### config.mk
export PLATFORM = sky130hd
export DESIGN_NAME = debug_serial_unit
export DESIGN_NICKNAME = d
export VERILOG_FILES = /design/src/dsu_pkg.sv /design/src/bit_sync.sv /design/src/debug_serial_unit.sv
export SDC_FILE = /design/constraint.sdc
export NUM_CORES = 1
export LEC_CHECK = 0
export CAP_MARGIN = 25
export CORE_ASPECT_RATIO = 1.25
export CORE_MARGIN = 3
export CORE_UTILIZATION = 35
export CTS_BUF_LIST = sky130_fd_sc_hd__clkbuf_16
export DETAILED_ROUTE_END_ITERATION = 16
export DONT_BUFFER_PORTS = 1
export PLACE_DENSITY = 0.47
export SLEW_MARGIN = 25
export SYNTH_ARGS = -nofsm -noshare
export SYNTH_HDL_FRONTEND = slang
export SYNTH_SLANG_ARGS = --single-unit
### constraint.sdc
create_clock -name clk -period 2.5 [get_ports clk]
set_input_delay 0.5 -clock clk [delete_from_list [all_inputs] [get_ports clk]]
set_output_delay 0.5 -clock clk [all_outputs]
set_load 0.02 [all_outputs]
### src/dsu_pkg.sv
// Summary of operation
// - check_bit_kind: 000 even, 001 odd, 010 low, 011 high, 1xx none
// - channel_loop_select 15:14: normal, echo, local loopback, remote loopback
// - ones written to irq_enable_set set mask bits; zeros no effect
// - ones written to irq_enable_clear clear mask bits; zeros no effect
// - irq_enable_view reads back the current mask
// - enable, clear, view and status share one bit layout
// - rx_char_ready sets on character arrival, clears on read or disable
// - tx_holding_free low while a character waits or transmitter disabled
// - rx_dma_done mirrors receive channel end-of-transfer input
// - tx_dma_done mirrors transmit channel end-of-transfer input
// - overrun_flag sticky until clear_error_flags
// - stop-bit error flag sticky until clear_error_flags
// - check_bit_error_flag sticky until clear_error_flags
// - tx_all_drained high only when holding and shifter empty and enabled
// - tx_dma_buffer_empty mirrors transmit channel buffer-empty input
// - rx_dma_buffer_full mirrors receive channel buffer-full input
// - status bit 30 mirrors dcc_write_pending
// - status bit 31 mirrors dcc_read_pending
// - rx_holding returns last character in bits 7:0
// - clear_error_flags clears overrun, stop-bit and check-bit errors
package dsu_pkg;
  localparam logic [7:0]  ctrl_cmd_off     = 8'h00;
  localparam logic [7:0]  line_mode_off    = 8'h04;
  localparam logic [7:0]  irq_set_off      = 8'h08;
  localparam logic [7:0]  irq_clear_off    = 8'h0c;
  localparam logic [7:0]  irq_view_off     = 8'h10;
  localparam logic [7:0]  line_status_off  = 8'h14;
  localparam logic [7:0]  rx_holding_off   = 8'h18;
  localparam logic [7:0]  tx_holding_off   = 8'h1c;

  localparam int          rx_reset_bit     = 2;
  localparam int          tx_reset_bit     = 3;
  localparam int          rx_on_bit        = 4;
  localparam int          rx_off_bit       = 5;
  localparam int          tx_on_bit        = 6;
  localparam int          tx_off_bit       = 7;
  localparam int          err_clear_bit    = 8;

  localparam int          kind_lsb         = 9;
  localparam int          loop_lsb         = 14;
  localparam logic [31:0] line_mode_valid  = 32'h0000ce00;
  localparam logic [31:0] line_mode_reset  = 32'h00000000;

  localparam int          st_rx_ready      = 0;
  localparam int          st_tx_free       = 1;
  localparam int          st_rx_dma_done   = 3;
  localparam int          st_tx_dma_done   = 4;
  localparam int          st_overrun       = 5;
  localparam int          st_stop_err      = 6;
  localparam int          st_check_err     = 7;
  localparam int          st_tx_drained    = 9;
  localparam int          st_tx_dma_empty  = 11;
  localparam int          st_rx_dma_full   = 12;
  localparam int          st_dcc_write     = 30;
  localparam int          st_dcc_read      = 31;
  localparam logic [31:0] irq_bits_valid   = 32'hc0001afb;
  localparam logic [31:0] irq_mask_reset   = 32'h00000000;
  localparam logic [7:0]  char_reset       = 8'h00;
  localparam int          sync_stages      = 2;

  typedef enum logic [1:0] {
    loop_normal,
    loop_echo,
    loop_local,
    loop_remote
  } loop_mode_e;
endpackage

### src/bit_sync.sv
`timescale 1ns/1ps
module bit_sync #(
  parameter int width = 1
) (
  input  wire logic             clk,
  input  wire logic             rst_n,
  input  wire logic             ce,
  input  wire logic [width-1:0] d,
  output logic      [width-1:0] q
);
  logic [width-1:0] stage1;

  always_ff @(posedge clk or negedge rst_n) begin
    if (!rst_n) begin
      stage1 <= '1;
      q      <= '1;
    end else if (ce) begin
      stage1 <= d;
      q      <= stage1;
    end
  end
endmodule

### src/debug_serial_unit.sv
`timescale 1ns/1ps
module debug_serial_unit (
  input  wire logic        clk,
  input  wire logic        rst_n,
  input  wire logic        ce,
  input  wire logic        psel,
  input  wire logic        penable,
  input  wire logic        pwrite,
  input  wire logic [7:0]  paddr,
  input  wire logic [31:0] pwdata,
  output logic      [31:0] prdata,
  output logic             pready,
  output logic             pslverr,
  input  wire logic        rxd_pin,
  output logic             txd_pin,
  output logic             eng_rx_line,
  input  wire logic        eng_tx_line,
  output logic             rx_enable,
  output logic             tx_enable,
  output logic             rx_abort,
  output logic             tx_abort,
  output logic [2:0]       check_bit_kind,
  output logic             check_bit_on,
  output logic [1:0]       channel_loop_select,
  input  wire logic        rx_char_strobe,
  input  wire logic [7:0]  rx_char_in,
  input  wire logic        rx_stop_err,
  input  wire logic        rx_check_err,
  output logic             tx_char_valid,
  output logic      [7:0]  tx_character,
  input  wire logic        tx_char_take,
  input  wire logic        tx_shifting,
  input  wire logic        rx_dma_end,
  input  wire logic        tx_dma_end,
  input  wire logic        tx_dma_empty,
  input  wire logic        rx_dma_full,
  input  wire logic        dcc_write_pending,
  input  wire logic        dcc_read_pending,
  output logic             irq
);
  logic [31:0] line_mode_config;
  logic [31:0] irq_mask;
  logic [31:0] status_word;
  logic [31:0] next_rdata;
  logic [7:0]  rx_character;
  logic        rx_flag;
  logic        thr_full;
  logic        overrun_flag;
  logic        stop_bit_error_flag;
  logic        check_bit_error_flag;
  logic        rx_char_ready;
  logic        tx_holding_free;
  logic        tx_all_drained;
  logic        rxd_sync;
  logic        setup_phase;
  logic        access_done;
  logic        wr_done;
  logic        rd_done;
  logic        mapped;
  logic        clear_cmd;
  logic        rx_take;
  logic        rhr_read;
  logic        thr_write;
  dsu_pkg::loop_mode_e loop_mode;

  bit_sync #(.width(1)) u_rxd_sync (
    .clk   (clk),
    .rst_n (rst_n),
    .ce    (ce),
    .d     (rxd_pin),
    .q     (rxd_sync)
  );

  // apb: zero-wait slave, read data captured in the setup cycle
  assign setup_phase = psel && !penable;
  assign access_done = ce && psel && penable;
  assign wr_done     = access_done && pwrite;
  assign rd_done     = access_done && !pwrite;
  assign pready      = ce;

  always_comb begin
    unique case (paddr)
      dsu_pkg::ctrl_cmd_off,
      dsu_pkg::line_mode_off,
      dsu_pkg::irq_set_off,
      dsu_pkg::irq_clear_off,
      dsu_pkg::irq_view_off,
      dsu_pkg::line_status_off,
      dsu_pkg::rx_holding_off,
      dsu_pkg::tx_holding_off: mapped = 1'b1;
      default:                 mapped = 1'b0;
    endcase
  end

  assign pslverr   = psel && penable && !mapped;
  assign clear_cmd = wr_done && paddr == dsu_pkg::ctrl_cmd_off && pwdata[dsu_pkg::err_clear_bit];
  assign rhr_read  = rd_done && paddr == dsu_pkg::rx_holding_off;
  assign thr_write = wr_done && paddr == dsu_pkg::tx_holding_off;

  always_comb begin
    unique case (paddr)
      dsu_pkg::line_mode_off:   next_rdata = line_mode_config & dsu_pkg::line_mode_valid;
      dsu_pkg::irq_view_off:    next_rdata = irq_mask;
      dsu_pkg::line_status_off: next_rdata = status_word;
      dsu_pkg::rx_holding_off:  next_rdata = {24'h000000, rx_character};
      default:                  next_rdata = 32'h00000000;
    endcase
  end

  always_ff @(posedge clk or negedge rst_n) begin
    if (!rst_n) begin
      prdata <= 32'h00000000;
    end else if (ce && setup_phase && !pwrite) begin
      prdata <= next_rdata;
    end
  end

  // mode register: only the two documented fields are stored
  always_ff @(posedge clk or negedge rst_n) begin
    if (!rst_n) begin
      line_mode_config <= dsu_pkg::line_mode_reset;
    end else if (wr_done && paddr == dsu_pkg::line_mode_off) begin
      line_mode_config <= pwdata & dsu_pkg::line_mode_valid;
    end
  end

  assign check_bit_kind      = line_mode_config[dsu_pkg::kind_lsb +: 3];
  assign check_bit_on        = !check_bit_kind[2];
  assign channel_loop_select = line_mode_config[dsu_pkg::loop_lsb +: 2];
  assign loop_mode           = dsu_pkg::loop_mode_e'(channel_loop_select);

  // pin routing for the three test modes
  always_comb begin
    unique case (loop_mode)
      dsu_pkg::loop_normal: begin
        txd_pin     = eng_tx_line;
        eng_rx_line = rxd_sync;
      end
      dsu_pkg::loop_echo: begin
        txd_pin     = rxd_sync;
        eng_rx_line = rxd_sync;
      end
      dsu_pkg::loop_local: begin
        txd_pin     = 1'b1;
        eng_rx_line = eng_tx_line;
      end
      dsu_pkg::loop_remote: begin
        txd_pin     = rxd_sync;
        eng_rx_line = 1'b1;
      end
    endcase
  end

  // receiver and transmitter enables from the control register
  always_ff @(posedge clk or negedge rst_n) begin
    if (!rst_n) begin
      rx_enable <= 1'b0;
      tx_enable <= 1'b0;
    end else if (wr_done && paddr == dsu_pkg::ctrl_cmd_off) begin
      if (pwdata[dsu_pkg::rx_reset_bit] || pwdata[dsu_pkg::rx_off_bit]) begin
        rx_enable <= 1'b0;
      end else if (pwdata[dsu_pkg::rx_on_bit]) begin
        rx_enable <= 1'b1;
      end
      if (pwdata[dsu_pkg::tx_reset_bit] || pwdata[dsu_pkg::tx_off_bit]) begin
        tx_enable <= 1'b0;
      end else if (pwdata[dsu_pkg::tx_on_bit]) begin
        tx_enable <= 1'b1;
      end
    end
  end

  always_ff @(posedge clk or negedge rst_n) begin
    if (!rst_n) begin
      rx_abort <= 1'b0;
      tx_abort <= 1'b0;
    end else if (ce) begin
      rx_abort <= wr_done && paddr == dsu_pkg::ctrl_cmd_off && pwdata[dsu_pkg::rx_reset_bit];
      tx_abort <= wr_done && paddr == dsu_pkg::ctrl_cmd_off && pwdata[dsu_pkg::tx_reset_bit];
    end
  end

  // interrupt mask: set and clear registers, set wins if both hit one bit
  always_ff @(posedge clk or negedge rst_n) begin
    if (!rst_n) begin
      irq_mask <= dsu_pkg::irq_mask_reset;
    end else if (wr_done && paddr == dsu_pkg::irq_set_off) begin
      irq_mask <= irq_mask | (pwdata & dsu_pkg::irq_bits_valid);
    end else if (wr_done && paddr == dsu_pkg::irq_clear_off) begin
      irq_mask <= irq_mask & ~pwdata;
    end
  end

  // receive holding register
  assign rx_take = ce && rx_char_strobe && rx_enable && loop_mode != dsu_pkg::loop_remote;

  always_ff @(posedge clk or negedge rst_n) begin
    if (!rst_n) begin
      rx_character <= dsu_pkg::char_reset;
    end else if (rx_take) begin
      rx_character <= rx_char_in;
    end
  end

  always_ff @(posedge clk or negedge rst_n) begin
    if (!rst_n) begin
      rx_flag <= 1'b0;
    end else if (rx_take) begin
      rx_flag <= 1'b1;
    end else if (ce && (rhr_read || rx_abort || !rx_enable)) begin
      rx_flag <= 1'b0;
    end
  end

  assign rx_char_ready = rx_flag && rx_enable;

  // line error flags: a new event beats a clear in the same cycle
  always_ff @(posedge clk or negedge rst_n) begin
    if (!rst_n) begin
      overrun_flag <= 1'b0;
    end else if (rx_take && rx_flag && !rhr_read) begin
      overrun_flag <= 1'b1;
    end else if (clear_cmd) begin
      overrun_flag <= 1'b0;
    end
  end

  always_ff @(posedge clk or negedge rst_n) begin
    if (!rst_n) begin
      stop_bit_error_flag <= 1'b0;
    end else if (rx_take && rx_stop_err) begin
      stop_bit_error_flag <= 1'b1;
    end else if (clear_cmd) begin
      stop_bit_error_flag <= 1'b0;
    end
  end

  always_ff @(posedge clk or negedge rst_n) begin
    if (!rst_n) begin
      check_bit_error_flag <= 1'b0;
    end else if (rx_take && rx_check_err && check_bit_on) begin
      check_bit_error_flag <= 1'b1;
    end else if (clear_cmd) begin
      check_bit_error_flag <= 1'b0;
    end
  end

  // transmit holding register; a new write overwrites a waiting character
  always_ff @(posedge clk or negedge rst_n) begin
    if (!rst_n) begin
      tx_character <= dsu_pkg::char_reset;
    end else if (thr_write) begin
      tx_character <= pwdata[7:0];
    end
  end

  always_ff @(posedge clk or negedge rst_n) begin
    if (!rst_n) begin
      thr_full <= 1'b0;
    end else if (ce) begin
      if (thr_write) begin
        thr_full <= 1'b1;
      end else if (tx_abort || (tx_char_valid && tx_char_take)) begin
        thr_full <= 1'b0;
      end
    end
  end

  assign tx_char_valid   = thr_full && tx_enable && loop_mode != dsu_pkg::loop_remote;
  assign tx_holding_free = tx_enable && !thr_full;
  assign tx_all_drained  = tx_enable && !thr_full && !tx_shifting;

  // status word, shared layout with the mask registers
  always_comb begin
    status_word                            = 32'h00000000;
    status_word[dsu_pkg::st_rx_ready]      = rx_char_ready;
    status_word[dsu_pkg::st_tx_free]       = tx_holding_free;
    status_word[dsu_pkg::st_rx_dma_done]   = rx_dma_end;
    status_word[dsu_pkg::st_tx_dma_done]   = tx_dma_end;
    status_word[dsu_pkg::st_overrun]       = overrun_flag;
    status_word[dsu_pkg::st_stop_err]      = stop_bit_error_flag;
    status_word[dsu_pkg::st_check_err]     = check_bit_error_flag;
    status_word[dsu_pkg::st_tx_drained]    = tx_all_drained;
    status_word[dsu_pkg::st_tx_dma_empty]  = tx_dma_empty;
    status_word[dsu_pkg::st_rx_dma_full]   = rx_dma_full;
    status_word[dsu_pkg::st_dcc_write]     = dcc_write_pending;
    status_word[dsu_pkg::st_dcc_read]      = dcc_read_pending;
  end

  always_ff @(posedge clk or negedge rst_n) begin
    if (!rst_n) begin
      irq <= 1'b0;
    end else if (ce) begin
      irq <= |(status_word & irq_mask);
    end
  end

  a_set_mask_bits: assert property (@(posedge clk) disable iff (!rst_n)
    wr_done && paddr == dsu_pkg::irq_set_off
    |=> (irq_mask & $past(pwdata) & dsu_pkg::irq_bits_valid)
        == ($past(pwdata) & dsu_pkg::irq_bits_valid)
        && (irq_mask & ~$past(pwdata)) == ($past(irq_mask) & ~$past(pwdata)))
    else $error("mask set write misbehaved");

  a_clear_mask_bits: assert property (@(posedge clk) disable iff (!rst_n)
    wr_done && paddr == dsu_pkg::irq_clear_off
    |=> (irq_mask & $past(pwdata)) == 32'h00000000
        && (irq_mask & ~$past(pwdata)) == ($past(irq_mask) & ~$past(pwdata)))
    else $error("mask clear write misbehaved");

  a_view_reads_mask: assert property (@(posedge clk) disable iff (!rst_n)
    ce && setup_phase && !pwrite && paddr == dsu_pkg::irq_view_off
    |=> prdata == $past(irq_mask))
    else $error("mask view read wrong");

  a_rx_char_load: assert property (@(posedge clk) disable iff (!rst_n)
    rx_take |=> rx_char_ready && rx_character == $past(rx_char_in))
    else $error("received character not held");

  a_rhr_read_clear: assert property (@(posedge clk) disable iff (!rst_n)
    rhr_read && !rx_take |=> !rx_char_ready)
    else $error("ready not cleared by read");

  a_tx_write_busy: assert property (@(posedge clk) disable iff (!rst_n)
    thr_write |=> !tx_holding_free && tx_character == $past(pwdata[7:0]))
    else $error("holding free after write");

  a_overrun_sticky: assert property (@(posedge clk) disable iff (!rst_n)
    overrun_flag && !clear_cmd |=> overrun_flag)
    else $error("overrun dropped early");

  a_stop_err_sets: assert property (@(posedge clk) disable iff (!rst_n)
    rx_take && rx_stop_err |=> stop_bit_error_flag)
    else $error("stop-bit error lost");

  a_check_err_sticky: assert property (@(posedge clk) disable iff (!rst_n)
    check_bit_error_flag && !clear_cmd |=> check_bit_error_flag)
    else $error("check-bit error dropped early");

  a_clear_errors: assert property (@(posedge clk) disable iff (!rst_n)
    clear_cmd && !rx_take |=> !overrun_flag && !stop_bit_error_flag && !check_bit_error_flag)
    else $error("error flags not cleared");

  a_drain_while_busy: assert property (@(posedge clk) disable iff (!rst_n)
    tx_shifting || !tx_enable |-> !tx_all_drained)
    else $error("drained while shifting or disabled");

  a_status_mirrors: assert property (@(posedge clk) disable iff (!rst_n)
    ce && setup_phase && !pwrite && paddr == dsu_pkg::line_status_off
    |=> prdata[31:30] == {$past(dcc_read_pending), $past(dcc_write_pending)}
        && prdata[12:11] == {$past(rx_dma_full), $past(tx_dma_empty)}
        && prdata[4:3] == {$past(tx_dma_end), $past(rx_dma_end)})
    else $error("status mirror bits wrong");

  a_irq_follows: assert property (@(posedge clk) disable iff (!rst_n)
    ce |=> irq == |($past(status_word) & $past(irq_mask)))
    else $error("interrupt output wrong");

  a_mode_reserved: assert property (@(posedge clk) disable iff (!rst_n)
    ce && setup_phase && !pwrite && paddr == dsu_pkg::line_mode_off
    |=> (prdata & ~dsu_pkg::line_mode_valid) == 32'h00000000)
    else $error("reserved mode bits not zero");

  a_kind_from_write: assert property (@(posedge clk) disable iff (!rst_n)
    wr_done && paddr == dsu_pkg::line_mode_off
    |=> check_bit_kind == $past(pwdata[11:9]) && check_bit_on == !$past(pwdata[11]))
    else $error("check-bit kind not taken");
endmodule

==> qor.csv <==
stage,metric,value,unit
floorplanning,site row count,44,
floorplanning,Starting Density,36.1,%
routing,WL final,11300,µm
clocking,Worst-Skew Late Latency,0.34,ns
layout,layout cells sized above 1,21.5,%
timing,worst hold margin,-0.151,ns
synthesis,Synth Area in Simple Gates,12.2,%
timing,Tmin final,2.03,ns
routing,vias,2754,
timing,part of the cycle the worst path needs,81.2,%
placement,placer congestion estimate,0.779,
synthesis,"Seq/Total Area, Yosys",57.4,%
global_routing,global-route wire length before repair,17900,µm
outcome,failing checks,negative hold slack,
synthesis,Post-Syn Nets,403,
synthesis,Post-synth EDFFs,0,
worst_setup_path,CP Cell Sequence,nor2_1 -> o21ai_0,
clocking,clk sinks,97,
routing,DRT antenna net count,0,
timing,Slew HR,55.7,%
placement,pre-CTS worst setup slack,0.278,ns
synthesis,post-synthesis mux area share,11.7,%
floorplanning,# IOs,123,
timing,Fin. Hold Viols,95,
timing,Fin Setup TNS,0,ns
synthesis,mapped cell area,4240,µm²
power_and_ir_drop,worst vdd ir,0.276,mV
synthesis,Mapped Cells,336,
worst_setup_path,Worst path max stage delay,0.57,ns
global_routing,vias in the first global route,2937,
timing,Fmax,493,MHz
placement,Placed Cells,485,
synthesis,#FFs+latches synth,97,
run,max cap viols,0,
synthesis,Synth Area in Compound Gates,15.9,%
synthesis,post-synthesis adder-cell area fraction,0,%
routing,Pre-antenna DRT Iters,5,
layout,design area,4690,µm²
global_routing,Total GRT Usage,17.5,%
clocking,H-tree depth reported by CTS,3,
layout,antenna cell count,0,
worst_setup_path,Worst setup SP type,flop,
min_path,worst hold path type,in2async,
routing,Post-route DRC,0,
power_and_ir_drop,leakage power,2.13,nW
clocking,CTS Buffer Depth,2,
clocking,"CTS clk-pin slew, worst paths",0.07,ns
floorplanning,Die Y-Extent,129,µm
clocking,CTS Root Cell,clkbuf_16,
floorplanning,Core Box Area,11700,µm²
global_routing,grt total ovfl,0,
clocking,TritonCTS Buffers,9,
clocking,CTS tree,done,
timing,worst slew pin tran,0.657,ns
global_routing,largest net degree at the start of global routing,98,
layout,Final nets,402,
routing,wire length per cell,22.5,µm
placement,dpl hpwl,8200,µm
synthesis,Main synth FF type,dfrtp_1,
routing,Iter 0 DRT Violations,172,
routing,DR vias/cell,5.50,
synthesis,main combinational cell family by area after synthesis,compound AO/OA/AOI/OAI gates,
timing,RSZ-0062 raised after global routing,no,
timing,final setup margin,0.471,ns
placement,Port-buffer cells,0,
worst_setup_path,CP Data Arrival Time,1.53,ns
worst_setup_path,worst path required time,2.00,ns
synthesis,Post-Synth XOR/XNOR Area,0,%
floorplanning,die area,13500,µm²
placement,Placed Area,4410,µm²
synthesis,Synthesis Warnings,0,
power_and_ir_drop,Cell Pwr Density,644,nW/µm²
synthesis,Mean Syn Cell Area,12.6,µm²
worst_setup_path,Setup CP Type,reg2out,
floorplanning,Die Wd,104,µm
outcome,outcome,finished with violations,
global_routing,antenna violations before repair,0,
timing,Finish-stage setup viols,0,
synthesis,synth unique cells,49,
timing,clk_skew,0.00736,ns
synthesis,Post-synth ARST share,100,%
layout,final instance count without filler cells,501,
layout,Syn-to-layout area delta,10.6,%
timing,"Slew Viols, Final",0,
worst_setup_path,CP Max Fanout,7,
worst_setup_path,CP max-delay cell,dfrtp_1,
worst_setup_path,crit end category,primary output,
==> routing by layer <==
metal,track usage (%),vias to the layer above,part of all wire [%]
li1,-,1241,-
met1,22.2,1391,43
met2,28.2,113,48
met3,6.32,9,7.9
met4,5.56,0,1.1
met5,0,-,0
==> critical path, delay by kind of cell (launching register included) <==
kind,cells,cell delay [ns]
AOI/OAI and AO/OA,1,0.54
DFF,1,0.57
and+or+nand+nor,1,0.08
==> synthesized netlist by cell type (3+ instances only) <==
library cell  count  area share (%)
nand4_1           5            0.74
buf_4             4            0.71
a21boi_0         20             3.5
o31ai_2           3            0.89
dfrtp_1          95              56
mux2_2           26             6.9
nand3_1          13             1.5
clkbuf_1          8            0.71
mux2_4            8             2.8
inv_1             3            0.27
a22o_1           22             4.5
nand2_1          29             2.6
a22oi_1           9             1.6
o31ai_1           5            0.89
buf_2             7            0.83
a21oi_1           8            0.95
a41oi_1           3            0.62
mux2i_1           7             1.7
and3_1            3            0.44
o21ai_0           3            0.35
or2_2             3            0.44
nor2_1           12             1.1
o211ai_1          5            0.89
nor2b_1           4            0.59
==> what timing repair did <==
| item | 4_1_cts | 5_1_grt |
|---|---|---|
| resized for setup | 0 | 0 |
| hold endpoints to repair | 97 | 97 |
| buffers inserted | 0 | 0 |
==> placed cells by master, fill, tap and decap left out, types with 2 or more instances in the layout <==
cell type,instances
a21boi_0,20
a21oi_1,8
a22o_1,22
a22oi_1,9
a32o_1,2
a41oi_1,3
and3_1,3
buf_4,8
clkbuf_16,9
clkinv_1,2
dfrtp_1,95
dfstp_2,2
inv_1,7
mux2_2,26
mux2_4,8
mux2i_1,7
nand2_1,29
nand2b_1,2
nand3_1,13
nand3_2,2
nand3b_1,2
nand4_1,5
nor2_1,12
nor2b_1,4
nor4b_4,2
o211ai_1,5
o21ai_0,3
o31ai_1,5
o31ai_2,3
or2_2,3
or3_1,2
==> path summary, 6_finish.rpt <==
check | startpoint | endpoint | slack (ns) | depth (start not counted)
max | line_mode_config[15] | txd_pin | 0.47 | 2
min | rst_n | tx_character[3] | -0.15 | 0
max reg2reg | line_mode_config[15] | rx_character[2] | 0.68 | 3
min reg2reg | irq_mask[20] | prdata[20] | 0.49 | 1
max in group asynchronous | rst_n | u_rxd_sync.stage1 | 2.47 | 0
min in group clk | pwdata[28] | irq_mask[28] | 0.25 | 1
==> cells by family (layout without fill, tap and decap cells) <==
family	Yosys count	after routing
compound gates	86	86
flops	97	97
buf+inv	24	28
simple gates	87	87
mux	42	42
==> area by class of cell <==
cell class,instances,area [µm²]
flip-flops and latches,97,2430
clock buffers,9,225
clock inverters,7,56.3
fillers,1144,7040
well taps,161,201
multi-input cells,215,1700
inverters,4,15.0
repair buffers,8,60.1
==> through the flow <==
stage	power, mW	util [%]
2_1_floorplan	1.70	-
3_3_place_gp	1.71	37.6
3_5_place_dp	1.71	37.6
4_1_cts	3.05	40.0
5_1_grt	3.13	40.0
6_report	3.02	40.0
==> where the power goes <==
group	switching, mW	internal [mW]	leakage [nW]
clock	0.579	0.758	0.148
sequential	0.0155	1.59	1.35
combinational	0.0428	0.0349	0.638
total	0.638	2.38	2.13
Power figures use the tool's default switching activity.
